## config.mk

```make
export PLATFORM = sky130hd
export DESIGN_NAME = otf_top
export DESIGN_NICKNAME = d
export VERILOG_FILES = /design/src/otf_fifo.v /design/src/otf_msg_rx.v /design/src/otf_top.v
export VERILOG_INCLUDE_DIRS = /design/src
export SDC_FILE = /design/constraint.sdc
export NUM_CORES = 2
export LEC_CHECK = 0
export ABC_AREA = 1
export BUFFER_PORTS_ARGS = -buffer_cell sky130_fd_sc_hd__buf_4
export CAP_MARGIN = 30
export CORE_ASPECT_RATIO = 1.1
export CORE_MARGIN = 8
export CORE_UTILIZATION = 65
export CTS_CLUSTER_SIZE = 16
export DETAILED_ROUTE_END_ITERATION = 10
export PLACE_DENSITY_LB_ADDON = 0.05
export SKIP_CTS_REPAIR_TIMING = 1
export SLEW_MARGIN = 20
export SYNTH_ARGS = -nofsm -noshare
export SYNTH_HDL_FRONTEND = slang
export SYNTH_SLANG_ARGS = --single-unit
```

## constraint.sdc

```tcl
create_clock -name clk_sys -period 11.29 [get_ports clk_sys]
set_clock_uncertainty 0.2 [all_clocks]
set_input_delay 1.6935 -clock clk_sys [delete_from_list [all_inputs] [get_ports clk_sys]]
set_output_delay 1.6935 -clock clk_sys [all_outputs]
set_load 0.01 [all_outputs]
```

## src/otf_map.vh

```
// Constants for the outbound transfer offer and grant handshake block.
// Overview of operation
// Every control_message frame goes out and comes in on channel 00h.
// A one-byte channel sits in the first byte of two; the second is ignored.
// An offer precedes outbound data; the peer answers with grant messages.
// Offer layout: code 20h, reserved, tag, offset, count, reserved, offer_identifier.
// An offer stays outstanding from its sending until its last data byte leaves.
// The offer tag field carries the tag of the upper_level_protocol command.
// Every offer byte offset is a multiple of eight.
// Every offer count is a multiple of eight, except the final offer.
// Offset plus count never exceeds the transfer length of the command.
// Each offer_identifier differs from every other outstanding offer.
// The peer echoes the offer_identifier in every grant it returns.
// Offers are only issued while direct_redirect_mode_bit is cleared; the code tests it only when taking a command, not for later offers.
// The peer aborts on bad offers, otherwise allocates a receive channel.
// For third-party transfers the peer waits for the third party's pull message.
// A grant gives channel, count and echoed identifier, plus path for third party.
// Data frames after a grant are addressed to the granted channel.
// At most one new grant per offer while one is outstanding; no spanning.
// Ungranted offer bytes wait for more grants; remaining command data gets new offers.
// A new offer only when no offer is outstanding or every offer has a grant.
// No data frame carries bytes of more than one grant.
// Grant layout: code 21h, reserved, tag, replier_node_identifier, count, channel, identifier.
// Grant data is sent; the grant stays outstanding until its last byte.
// Multi-byte fields travel most significant byte first.
`ifndef OTF_MAP_VH
`define OTF_MAP_VH

// ==================================================================
// Message codes and channel.
`define OTF_CODE_OFFER 8'h20
`define OTF_CODE_GRANT 8'h21
`define OTF_CODE_TPGRANT 8'h23
`define OTF_MSG_CHAN 8'h00
`define OTF_MSG_LAST 5'h0f
`define OTF_MSG_OVER 5'h10

// ==================================================================
// Field positions within a 16-byte message, byte 0 in the top bits.
`define OTF_F_CODE 127:120
`define OTF_F_TAG 111:96
`define OTF_F_NODE 95:64
`define OTF_F_COUNT 63:32
`define OTF_F_CHAN 31:24
`define OTF_F_ID 15:0

// ==================================================================
// Default sizes and reset values.
`define OTF_ALIGN_BITS 3'h7
`define OTF_FRAME_BYTES 16'h0080
`define OTF_OFFER_MAX 32'h00000100
`define OTF_ID_RESET 16'h0000

`endif

```

## src/otf_fifo.v

```verilog
// Byte FIFO between the user write port and the outbound data frames.
`timescale 1ns/1ps
module otf_fifo #(
  parameter WIDTH = 8,
  parameter AW = 4
) (
  // Clock and reset.
  input wire clk_sys,
  input wire rst,
  // Fill side.
  input wire in_valid,
  input wire [WIDTH-1:0] in_data,
  output wire in_ready,
  // Drain side.
  output wire out_valid,
  output wire [WIDTH-1:0] out_data,
  input wire out_ready
);
  localparam [AW:0] DEPTH = {1'b1, {AW{1'b0}}};

  reg [WIDTH-1:0] mem [0:(1<<AW)-1];
  reg [AW-1:0] wp_r;
  reg [AW-1:0] rp_r;
  reg [AW:0] cnt_r;
  reg full_r;
  reg empty_r;
  wire push;
  wire pop;
  reg [AW:0] cnt_nxt;

  // Handshakes on both sides.
  assign in_ready = ~full_r;
  assign out_valid = ~empty_r;
  assign out_data = mem[rp_r];
  assign push = in_valid & ~full_r;
  assign pop = out_ready & ~empty_r;

  // Next fill level.
  always @* begin
    cnt_nxt = cnt_r;
    if (push & ~pop) begin
      cnt_nxt = cnt_r + {{AW{1'b0}}, 1'b1};
    end else if (pop & ~push) begin
      cnt_nxt = cnt_r - {{AW{1'b0}}, 1'b1};
    end
  end

  // Pointers, level and the registered full and empty flags.
  always @(posedge clk_sys) begin
    if (rst) begin
      wp_r <= {AW{1'b0}};
      rp_r <= {AW{1'b0}};
      cnt_r <= {(AW+1){1'b0}};
      full_r <= 1'b0;
      empty_r <= 1'b1;
    end else begin
      if (push) begin
        wp_r <= wp_r + {{(AW-1){1'b0}}, 1'b1};
      end
      if (pop) begin
        rp_r <= rp_r + {{(AW-1){1'b0}}, 1'b1};
      end
      cnt_r <= cnt_nxt;
      full_r <= (cnt_nxt == DEPTH);
      empty_r <= (cnt_nxt == {(AW+1){1'b0}});
    end
  end

  // Storage write.
  always @(posedge clk_sys) begin
    if (push) begin
      mem[wp_r] <= in_data;
    end
  end
endmodule

```

## src/otf_msg_rx.v

```verilog
// Collector that turns inbound control_message bytes into grant fields.
`timescale 1ns/1ps
`include "otf_map.vh"
module otf_msg_rx (
  // Clock and reset.
  input wire clk_sys,
  input wire rst,
  // Inbound frame bytes.
  input wire rx_valid,
  input wire [7:0] rx_data,
  input wire rx_last,
  input wire [7:0] rx_chan,
  // Parsed message.
  output reg msg_valid_r,
  output reg [7:0] msg_code_r,
  output reg [15:0] msg_tag_r,
  output reg [31:0] msg_count_r,
  output reg [7:0] msg_chan_r,
  output reg [15:0] msg_id_r
);
  reg [119:0] sh_r;
  reg [4:0] cnt_r;
  wire [127:0] whole;

  assign whole = {sh_r, rx_data};

  // Shift bytes in, first byte ends in the top bits, and emit on a 16-byte frame.
  always @(posedge clk_sys) begin
    if (rst) begin
      sh_r <= 120'h0;
      cnt_r <= 5'h00;
      msg_valid_r <= 1'b0;
      msg_code_r <= 8'h00;
      msg_tag_r <= 16'h0000;
      msg_count_r <= 32'h00000000;
      msg_chan_r <= 8'h00;
      msg_id_r <= 16'h0000;
    end else begin
      msg_valid_r <= 1'b0;
      if (rx_valid && rx_chan == `OTF_MSG_CHAN) begin
        sh_r <= whole[119:0];
        if (rx_last) begin
          cnt_r <= 5'h00;
          if (cnt_r == `OTF_MSG_LAST) begin
            msg_valid_r <= 1'b1;
            msg_code_r <= whole[`OTF_F_CODE];
            msg_tag_r <= whole[`OTF_F_TAG];
            msg_count_r <= whole[`OTF_F_COUNT];
            msg_chan_r <= whole[`OTF_F_CHAN];
            msg_id_r <= whole[`OTF_F_ID];
          end
        end else if (cnt_r != `OTF_MSG_OVER) begin
          cnt_r <= cnt_r + 5'h01;
        end
      end
    end
  end
endmodule

```

## src/otf_top.v

```verilog
// Outbound transfer engine: offers, grant tracking and data frame emission.
`timescale 1ns/1ps
`include "otf_map.vh"
module otf_top #(
  parameter [15:0] FRAME_BYTES = `OTF_FRAME_BYTES,
  parameter [31:0] OFFER_MAX = `OTF_OFFER_MAX,
  parameter FIFO_AW = 4
) (
  // Clock and reset.
  input wire clk_sys,
  input wire rst,
  // Command from the upper_level_protocol.
  input wire cmd_valid,
  input wire [15:0] cmd_tag,
  input wire [31:0] cmd_len,
  output reg cmd_ready_r,
  input wire cmd_abort,
  input wire direct_redirect_mode_bit,
  // Outbound data bytes from the user.
  input wire wr_valid,
  input wire [7:0] wr_data,
  output wire wr_ready,
  // Inbound frames from the link.
  input wire rx_valid,
  input wire [7:0] rx_data,
  input wire rx_last,
  input wire [7:0] rx_chan,
  // Outbound frames to the link.
  output reg tx_valid_r,
  input wire tx_ready,
  output reg [7:0] tx_data_r,
  output reg tx_last_r,
  output reg [7:0] tx_chan_r,
  output reg tx_is_msg_r,
  output reg tx_third_party_r,
  // Status.
  output reg offer_outstanding_r,
  output reg grant_outstanding_r,
  output reg xfer_done_r,
  output reg proto_err_r
);
  // ==================================================================
  // States and constants.
  localparam [3:0] S_IDLE = 4'b0001;
  localparam [3:0] S_OFFER = 4'b0010;
  localparam [3:0] S_WAIT = 4'b0100;
  localparam [3:0] S_DATA = 4'b1000;
  localparam [15:0] FRAME_LAST = FRAME_BYTES - 16'h0001;
  localparam [3:0] MSG_END = 4'hf;

  // ==================================================================
  // Functions.

  // Size of the next offer: the rest of the command, capped by OFFER_MAX.
  function [31:0] next_cnt;
    input [31:0] len;
    input [31:0] off;
    reg [31:0] rest;
    begin
      rest = len - off;
      if (rest > OFFER_MAX) begin
        next_cnt = OFFER_MAX;
      end else begin
        next_cnt = rest;
      end
    end
  endfunction

  // One byte of the offer message, byte 0 first.
  function [7:0] offer_byte;
    input [3:0] i;
    input [15:0] tg;
    input [31:0] of;
    input [31:0] ct;
    input [15:0] id;
    reg [127:0] v;
    reg [127:0] s;
    begin
      v = {`OTF_CODE_OFFER, 8'h00, tg, of, ct, 16'h0000, id};
      s = v >> {~i, 3'b000};
      offer_byte = s[7:0];
    end
  endfunction

  // ==================================================================
  // Submodules.
  wire fifo_valid;
  wire [7:0] fifo_data;
  wire fifo_pop;
  wire g_valid;
  wire [7:0] g_code;
  wire [15:0] g_tag;
  wire [31:0] g_cnt;
  wire [7:0] g_chan;
  wire [15:0] g_id;

  otf_fifo #(
    .WIDTH(8),
    .AW(FIFO_AW)
  ) u_fifo (
    .clk_sys(clk_sys),
    .rst(rst),
    .in_valid(wr_valid),
    .in_data(wr_data),
    .in_ready(wr_ready),
    .out_valid(fifo_valid),
    .out_data(fifo_data),
    .out_ready(fifo_pop)
  );

  otf_msg_rx u_rx (
    .clk_sys(clk_sys),
    .rst(rst),
    .rx_valid(rx_valid),
    .rx_data(rx_data),
    .rx_last(rx_last),
    .rx_chan(rx_chan),
    .msg_valid_r(g_valid),
    .msg_code_r(g_code),
    .msg_tag_r(g_tag),
    .msg_count_r(g_cnt),
    .msg_chan_r(g_chan),
    .msg_id_r(g_id)
  );

  // ==================================================================
  // State registers.
  reg [3:0] state_r;
  reg [15:0] tag_r;
  reg [31:0] len_r;
  reg [31:0] next_off_r;
  reg [31:0] off_r;
  reg [31:0] ocnt_r;
  reg [31:0] ungranted_r;
  reg [15:0] id_r;
  reg [3:0] idx_r;
  reg [31:0] gleft_r;
  reg [7:0] gchan_r;
  reg g3p_r;
  reg [15:0] fcnt_r;
  reg pend_r;
  reg [31:0] pend_cnt_r;
  reg [7:0] pend_chan_r;
  reg pend_3p_r;

  // ==================================================================
  // Grant qualification.
  wire load;
  wire final_offer;
  wire g_code_ok;
  wire g_fields_ok;
  wire g_align_ok;
  wire g_ok;
  wire take_g;
  wire last_byte;

  // The output register may take a new byte.
  assign load = ~tx_valid_r | tx_ready;
  // This offer carries the final byte of the command.
  assign final_offer = (next_off_r == len_r);
  // Grant or third-party grant, echoing tag and offer_identifier.
  assign g_code_ok = (g_code == `OTF_CODE_GRANT) || (g_code == `OTF_CODE_TPGRANT);
  assign g_fields_ok = (g_tag == tag_r) && (g_id == id_r);
  // No grant beyond this offer; odd sizes only at the very end.
  assign g_align_ok = (g_cnt[2:0] == 3'h0) || ((g_cnt == ungranted_r) && final_offer);
  assign g_ok = g_valid && g_code_ok && g_fields_ok && (g_cnt != 32'h00000000) &&
                (g_cnt <= ungranted_r) && g_align_ok;
  // One active grant plus one pending grant may be held.
  assign take_g = g_ok && ((state_r == S_WAIT) || ((state_r == S_DATA) && ~pend_r));
  // Data byte handed to the output register this cycle.
  assign fifo_pop = (state_r == S_DATA) && load && fifo_valid;
  assign last_byte = fifo_pop && (gleft_r == 32'h00000001);

  // ==================================================================
  // Main sequencer.
  always @(posedge clk_sys) begin
    if (rst) begin
      state_r <= S_IDLE;
      cmd_ready_r <= 1'b0;
      tag_r <= 16'h0000;
      len_r <= 32'h00000000;
      next_off_r <= 32'h00000000;
      off_r <= 32'h00000000;
      ocnt_r <= 32'h00000000;
      ungranted_r <= 32'h00000000;
      id_r <= `OTF_ID_RESET;
      idx_r <= 4'h0;
      gleft_r <= 32'h00000000;
      gchan_r <= 8'h00;
      g3p_r <= 1'b0;
      fcnt_r <= 16'h0000;
      pend_r <= 1'b0;
      pend_cnt_r <= 32'h00000000;
      pend_chan_r <= 8'h00;
      pend_3p_r <= 1'b0;
      tx_valid_r <= 1'b0;
      tx_data_r <= 8'h00;
      tx_last_r <= 1'b0;
      tx_chan_r <= 8'h00;
      tx_is_msg_r <= 1'b0;
      tx_third_party_r <= 1'b0;
      offer_outstanding_r <= 1'b0;
      grant_outstanding_r <= 1'b0;
      xfer_done_r <= 1'b0;
      proto_err_r <= 1'b0;
    end else begin
      xfer_done_r <= 1'b0;
      // A rejected or unplaceable message is dropped and flagged.
      proto_err_r <= g_valid && ~take_g;
      // Accept a command only while idle and with redirect mode off.
      cmd_ready_r <= (state_r == S_IDLE) && ~cmd_valid && ~direct_redirect_mode_bit;
      if (load && ~((state_r == S_OFFER) || fifo_pop)) begin
        tx_valid_r <= 1'b0;
      end
      // Granted bytes leave the ungranted pool of the offer.
      if (take_g) begin
        ungranted_r <= ungranted_r - g_cnt;
      end
      case (state_r)
        S_IDLE: begin
          if (cmd_valid && cmd_ready_r && ~direct_redirect_mode_bit) begin
            tag_r <= cmd_tag;
            len_r <= cmd_len;
            if (cmd_len == 32'h00000000) begin
              xfer_done_r <= 1'b1;
            end else begin
              // First offer at offset zero; later offsets step by aligned sizes.
              off_r <= 32'h00000000;
              ocnt_r <= next_cnt(cmd_len, 32'h00000000);
              ungranted_r <= next_cnt(cmd_len, 32'h00000000);
              next_off_r <= next_cnt(cmd_len, 32'h00000000);
              id_r <= id_r + 16'h0001;
              idx_r <= 4'h0;
              offer_outstanding_r <= 1'b1;
              state_r <= S_OFFER;
            end
          end
        end
        S_OFFER: begin
          // Stream the 16 offer bytes on the message channel.
          if (load) begin
            tx_valid_r <= 1'b1;
            tx_data_r <= offer_byte(idx_r, tag_r, off_r, ocnt_r, id_r);
            tx_last_r <= (idx_r == MSG_END);
            tx_chan_r <= `OTF_MSG_CHAN;
            tx_is_msg_r <= 1'b1;
            tx_third_party_r <= 1'b0;
            idx_r <= idx_r + 4'h1;
            if (idx_r == MSG_END) begin
              state_r <= S_WAIT;
            end
          end
        end
        S_WAIT: begin
          // Take a grant and start its data.
          if (take_g) begin
            gleft_r <= g_cnt;
            gchan_r <= g_chan;
            g3p_r <= (g_code == `OTF_CODE_TPGRANT);
            fcnt_r <= 16'h0000;
            grant_outstanding_r <= 1'b1;
            state_r <= S_DATA;
          end
        end
        S_DATA: begin
          if (fifo_pop) begin
            // Data bytes go to the granted channel and path.
            tx_valid_r <= 1'b1;
            tx_data_r <= fifo_data;
            tx_chan_r <= gchan_r;
            tx_is_msg_r <= 1'b0;
            tx_third_party_r <= g3p_r;
            // A frame closes at its size limit or at the end of the grant.
            tx_last_r <= (fcnt_r == FRAME_LAST) || last_byte;
            if ((fcnt_r == FRAME_LAST) || last_byte) begin
              fcnt_r <= 16'h0000;
            end else begin
              fcnt_r <= fcnt_r + 16'h0001;
            end
            gleft_r <= gleft_r - 32'h00000001;
          end
          if (last_byte) begin
            if (pend_r) begin
              // The held grant becomes active.
              gleft_r <= pend_cnt_r;
              gchan_r <= pend_chan_r;
              g3p_r <= pend_3p_r;
              pend_r <= 1'b0;
            end else if (take_g) begin
              gleft_r <= g_cnt;
              gchan_r <= g_chan;
              g3p_r <= (g_code == `OTF_CODE_TPGRANT);
            end else if (ungranted_r != 32'h00000000) begin
              // Part of the offer is still ungranted: wait for another grant.
              grant_outstanding_r <= 1'b0;
              state_r <= S_WAIT;
            end else if (final_offer) begin
              grant_outstanding_r <= 1'b0;
              offer_outstanding_r <= 1'b0;
              xfer_done_r <= 1'b1;
              state_r <= S_IDLE;
            end else begin
              // Offer done, more command data: issue the next offer.
              grant_outstanding_r <= 1'b0;
              off_r <= next_off_r;
              ocnt_r <= next_cnt(len_r, next_off_r);
              ungranted_r <= next_cnt(len_r, next_off_r);
              next_off_r <= next_off_r + next_cnt(len_r, next_off_r);
              id_r <= id_r + 16'h0001;
              idx_r <= 4'h0;
              state_r <= S_OFFER;
            end
          end else if (take_g) begin
            // Hold a second grant while the first is still running.
            pend_r <= 1'b1;
            pend_cnt_r <= g_cnt;
            pend_chan_r <= g_chan;
            pend_3p_r <= (g_code == `OTF_CODE_TPGRANT);
          end
        end
        default: begin
          state_r <= S_IDLE;
        end
      endcase
      // The upper layer may drop the command at any time.
      if (cmd_abort) begin
        state_r <= S_IDLE;
        pend_r <= 1'b0;
        offer_outstanding_r <= 1'b0;
        grant_outstanding_r <= 1'b0;
      end
    end
  end
endmodule

```

Word-level counts from Yosys, hierarchy flattened
Memory sizes are Yosys's and may differ from the RTL's. A register that Yosys moved wholly into a read port is not among the register bits. Cells that the tools add are included.

Logic and storage cells: 288. Memories kept: 1. Output and inout bits: 26. Bits in writable memories: 128. Bits in registers: 545.

Memory list: u_fifo.mem (depth 16, width 8, read ports 1, clocked after memory_dff 1, wr ports 1, RTL line otf_fifo.v:21) `reg [WIDTH-1:0] mem [0:(1<<AW)-1];`.

Add/sub/neg operators: 12. Shifts and indexed selects: 1. Bitwise operators: 19. Magnitude comparators: 3. Reductions and logical operators: 52. Multiplexer cells: 131. Equal/unequal tests: 28.

Operator list (count): 32-bit two-way mux (36); 32-bit one-hot mux with 2 select lines (5); 16-bit two-way mux (10); 126-bit by 7-bit right shift with 8-bit output (1); 4-bit two-way mux (18); 32-bit equality test (2); 32-bit by 9-bit greater-than comparator with 1-bit output (second input constant) (2); 16-bit one-hot mux with 2 select lines (2); 32-bit nonzero test (2); 32-bit subtractor (2); 8-bit two-way mux (7); 8-bit one-hot mux with 2 select lines (3); 1-bit two-way mux (34); 16-bit by 1-bit adder with 16-bit output (second input constant) (2); 32-bit adder (1); 16-bit equality test (2); 32-bit by 1-bit equality test with 1-bit output (second input constant) (1); 32-bit <= comparator (1); 32-bit zero test (1); 32-bit by 1-bit subtractor with 32-bit output (second input constant) (1); 8-bit AND reduction (3); 5-bit two-way mux (4); 2-bit != test (second input constant) (10); 1-bit logical AND (19); 34 further kinds (77).

Longest topological paths before layout
Depth after elaboration: 20. Gate-level depth with buffers: 36.

Modules after synthesis
From an unflattened synthesis, not the netlist that was laid out.

Cells, all modules: 5056. Area, all modules: 36057.1 µm².

By module, submodules not included: otf_top (instances 1, cells an instance 3587, seq. area each 6486.2 µm², area each 22653.0 µm²); otf_msg_rx (instances 1, cells an instance 916, seq. area each 4124.0 µm², area each 7189.4 µm²); otf_fifo (instances 1, cells an instance 553, seq. area each 4224.1 µm², area each 6214.7 µm²).

Worst setup path before layout
OpenSTA, ideal clock, no wires.

Path type: reg2reg. From: register len_r[0]. To: register next_off_r[31]. Arrival time: 3.918 ns. Stages on the path, launching flop included: 32. Setup slack: 7.055 ns. Buffers on the path: 0. Setup time: 0.117 ns. Required time: 10.973 ns. Cell sequence: dfxtp_1 > inv_1 > ha_1 > inv_1 > fa_1 > nand2_1 > nand3_1 > nand3_1 > nand2_1 > nand2_1 > nand2_1 > nand2_1 > nand2_1 > nand2_1 > nand2_1 > nor3_1 > nand2_1 > nor2_1 > inv_1 > ha_1 > a21oi_1 > nor2_1 > nor2_1 > nor2_1 > nor2_1 > nor2_1 > a221oi_1 > nand2_2 > nand2_1 > a21oi_1 > nor2_1 > nor2_1.

Cells in the longest elaborated chain, start to end: 17. Elaborated cells on any way between the ends: 25. Those cells by class: 2 x add/sub; 1 x order compare; 3 x eq/ne; 14 x mux; 5 x reduce/logical.

Ends and longest elaborated chain: start, declared (RTL line otf_top.v:130) `reg [31:0] len_r;`; start signal, assigned (RTL line otf_top.v:223) `len_r <= cmd_len;`; 32-bit subtractor (RTL line otf_top.v:60) `rest = len - off;`; 32-bit by 9-bit greater-than comparator with 1-bit output (RTL line otf_top.v:61) `if (rest > OFFER_MAX) begin`; 32-bit two-way mux (RTL line otf_top.v:61); 32-bit two-way mux (2 in a row); 32-bit two-way mux (RTL line otf_top.v:289) `end else if (take_g) begin`; 32-bit two-way mux; 32-bit two-way mux (RTL line otf_top.v:282) `if (last_byte) begin`; 32-bit two-way mux (RTL line otf_top.v:219) `case (state_r)`; 32-bit two-way mux (RTL line otf_top.v:177) `if (rst) begin`; 32-bit adder (RTL line otf_top.v:308) `next_off_r <= next_off_r + next_cnt(len_r, next_off_r);`; 32-bit two-way mux (RTL line otf_top.v:297) `end else if (final_offer) begin`; 32-bit two-way mux (RTL line otf_top.v:293) `end else if (ungranted_r != 32'h00000000) begin`; 32-bit two-way mux (RTL line otf_top.v:289); 32-bit two-way mux (RTL line otf_top.v:283) `if (pend_r) begin`; 32-bit two-way mux (RTL line otf_top.v:282); 32-bit one-hot mux with 2 select lines (RTL line otf_top.v:219); end signal, assigned (RTL line otf_top.v:231) `next_off_r <= next_cnt(cmd_len, 32'h00000000);`; end signal, assigned (RTL line otf_top.v:308); end, declared (RTL line otf_top.v:131) `reg [31:0] next_off_r;`.

Several ways; a longest one is shown, not always the timed one. The select of a mux whose other input is x is not followed. A chain may end at the register's enable or synchronous reset.

Worst setup path in the final report
From: register next_off_r[22]. To: register pend_cnt_r[20].

Cells in the longest elaborated chain, start to end: 6.

Ends and longest elaborated chain: 32-bit equality test (RTL line otf_top.v:160) `assign final_offer = (next_off_r == len_r);`; 1-bit logical AND (RTL line otf_top.v:165) `assign g_align_ok = (g_cnt[2:0] == 3'h0) || ((g_cnt == ungranted_r) && final_offer);`; 1-bit logical OR (RTL line otf_top.v:165); 1-bit logical AND (RTL line otf_top.v:167) `(g_cnt <= ungranted_r) && g_align_ok;`; 1-bit logical AND (RTL line otf_top.v:169) `assign take_g = g_ok && ((state_r == S_WAIT) || ((state_r == S_DATA) && ~pend_r));`; 3-bit AND reduction (no source line); end signal, assigned (RTL line otf_top.v:316) `pend_cnt_r <= g_cnt;`; end, declared (RTL line otf_top.v:142) `reg [31:0] pend_cnt_r;`.

No other way between the ends.

==> flow_summary.yaml <==
power:
  p_leak_nw: 16.5
  finalPower_mw: 5.64
  peakVddDrop_uv: 135
  powerDensity_mw_per_mm2: 144
worst_setup_path:
  cp.depth: 17
  end_kind: "register"
  worstSetupPathType: "register to register"
  cp_cell_sequence: "inv_1, ha_1, nand2_1, nor2_1, nand2_2, nor4_1, nand4_1, o21bai_1, nor4b_1, nand2_1, nor2_4, buf_4, inv_2, nor2_2, nand2_2, buf_4, a211oi_1"
  rr_startpoint: "next_off_r[22]"
  crit_buf_inv: 4
  rr_worst_depth: 17
  reg2reg_slack_ns: 4.62
  cp_top_family: "simple AND/OR/NAND/NOR gates"
  worstPathArrival_ns: 6.98
  start_kind: "register"
  critPathRequiredTime_ns: 11.59
  critical-path-max-stage-delay_ns: 0.68
  critPathSlowestCell: "nor4b_1"
  crit_start: "next_off_r[22]"
  endpoint: "pend_cnt_r[20]"
  r2r-end: "pend_cnt_r[20]"
  crit_fanout: 54
logic_synthesis:
  synth-seq-area-share: 0.415
  syn-cell-area_sq_mm: 0.0357
  yosysWarnings: 0
  synthFlopType: "dfxtp_1"
  synth_edf_count: 128
  syn_inst: 4960
  ys_ff_latch: 677
  syn_avg_cell_area_sq_um: 7.20
  synth.distinct_cells: 68
  async_reset_ff_frac: 0
clock_network:
  numCtsBuffers: 70
  cts_root_buf: "clkbuf_16"
  clkSinkCount: 677
  htreeDepth: 3
  cts_tree: "done"
  path_clk_slew_ns: 0.07
  clk_latency_ns: 0.62
  cts_buffer_depth: 3
timing:
  tightest_slew_ns: 0.995
  timing.fmax_ghz: 0.150
  maxSlewViolCount: 0
  setup_tns_ns: 0
  hold_viol: 0
  period_needed_ns: 6.67
  rsz0062_at_grt: "false"
  finalSetupViolCount: 0
  max-slew-margin-rel: 0.334
  timing.final.crit_share: 0.591
floorplan:
  die-area_sq_mm: 0.0627
  chipWidth_um: 239
  pin_count: 107
  fp.dieH_um: 262
  start_util: 0.654
  fp-row-count: 90
  fp.coreArea_sq_mm: 0.0546
cells_and_area:
  fin_area_sq_mm: 0.0393
  drive_gt1_frac: 0.0689
  final_cell_mix: "nand2_1, nor2_1, inv_1"
  areaGrowthSynthToFinish_pct: 9.93
  fillers: 4609
  layout_commonest_cell: "nand2_1"
  multi_input_area_sq_mm: 0.0176
  num-nets-final: 5153
  ff_latch_area_sq_mm: 0.0148
  final_core_util: 0.719
  antenna_cells: 0
run:
  drv_cap: 0
drt:
  ant_nets: 0
  first_pass_iters: 6
  wl_per_cell_um: 18.4
  route.detailed.drc: 0
  drtIter0Drc: 3345
  drt-total-wl_mm: 106
  vias: 33600
  vias_per_cell: 5.83
placed_design:
  placed_area_sq_mm: 0.0369
  place.gp.congestion: 1.01
  post-dp-hpwl_mm: 74.9
  portBuffers: 106
global_route:
  grt_pass1_wl_mm: 166
  grtUsageTotal: 0.328
  overflow: 0
  grt_antenna_before_repair: 1
  grt_max_degree: 158
  first_global_vias: 31400
hold_path:
  hp-class: "register to register"
run_status:
  status: "complete, no violations"
==> flip-flops by register name (all words and copies together) (netlist names), 31 cells and up, named ones only <==
name	flops
gleft_r	32
u_fifo.mem	128
off_r	32
pend_cnt_r	32
ungranted_r	32
u_rx.msg_count_r	32
u_rx.sh_r	120
ocnt_r	32
next_off_r	31
len_r	32
==> cell usage after synthesis, types with 26 or more instances <==
cell type / number / area [sq um]
o211ai_1: 43 / 323
nor3_1: 92 / 460
nand2_1: 749 / 2810
nand3_1: 192 / 961
xnor2_1: 32 / 280
nor4_1: 50 / 313
inv_1: 654 / 2450
clkbuf_1: 175 / 657
a21oi_1: 388 / 1940
a22oi_1: 33 / 248
nor2_1: 731 / 2740
a31oi_1: 37 / 231
buf_2: 27 / 135
xor2_1: 42 / 368
o21ai_0: 537 / 2690
a211oi_1: 42 / 315
nand4_1: 67 / 419
edfxtp_1: 128 / 3840
ha_1: 100 / 1250
dfxtp_1: 549 / 11000
nand2_2: 26 / 163
mux2i_1: 32 / 320
o22ai_1: 27 / 169
==> cells by family after synthesis <==
family	after synthesis	share of synthesized area
simple gates	1989	0.238
other cells	1	0.000105
compound gates	1195	0.187
mux	35	0.00992
flops	677	0.415
xor+xnor	74	0.0181
fa+ha+maj	102	0.0362
buf+inv	887	0.0952
==> how the worst min path moves through the flow <==
stage | from | endpoint | slack (ns) | cells past startpoint
4_1_cts | ocnt_r[27] | ocnt_r[27] | 0.24 | 2
5_1_grt | ocnt_r[9] | ocnt_r[9] | 0.25 | 2
6_report | ocnt_r[14] | ocnt_r[14] | 0.24 | 2
3_3_place_gp | ocnt_r[9] | ocnt_r[9] | 0.22 | 2
2_1_floorplan | ocnt_r[10] | ocnt_r[10] | 0.21 | 2
3_5_place_dp | ocnt_r[27] | ocnt_r[27] | 0.22 | 2
==> area by class of cell <==
class,instances,area share
Multi-Input combinational cell,3413,0.448
Sequential cell,677,0.378
Inverter,671,0.0644
Clock buffer,91,0.0497
Timing Repair Buffer,137,0.0281
Tap cell,736,0.0235
Clock inverter,31,0.00806
==> tightest hold or removal path, stage by stage, from the launching register on <==
cell and delay [ns]:
dfxtp_1 0.31, nand2_1 0.06, nor2_1 0.03
==> power breakdown <==
part	total, mW	internal (mW)	switching [mW]	leakage [nW]
Combinational	0.801	0.241	0.560	9.78
Sequential	2.53	2.49	0.0374	5.59
Clock	2.32	1.34	0.976	1.12
Total	5.64	4.07	1.57	16.5
==> per-stage QoR <==
step	hold slack, ns	setup WS, ns	std cells
global placement	0.222	4.87	5627
CTS	0.236	4.75	5752
finish	0.236	4.62	5756
global route	0.254	4.54	5756
floorplan	0.213	7.05	4977
detailed placement	0.225	4.75	5630
==> routing by layer <==
metal	up-vias	global-route usage	share of wire
li1	16500	-	-
met1	15400	0.408	0.40
met2	1314	0.549	0.47
met3	286	0.0481	0.072
met4	2	0.175	0.053
met5	-	0	0.000095
No activity file was read; power rests on OpenSTA's default activity.
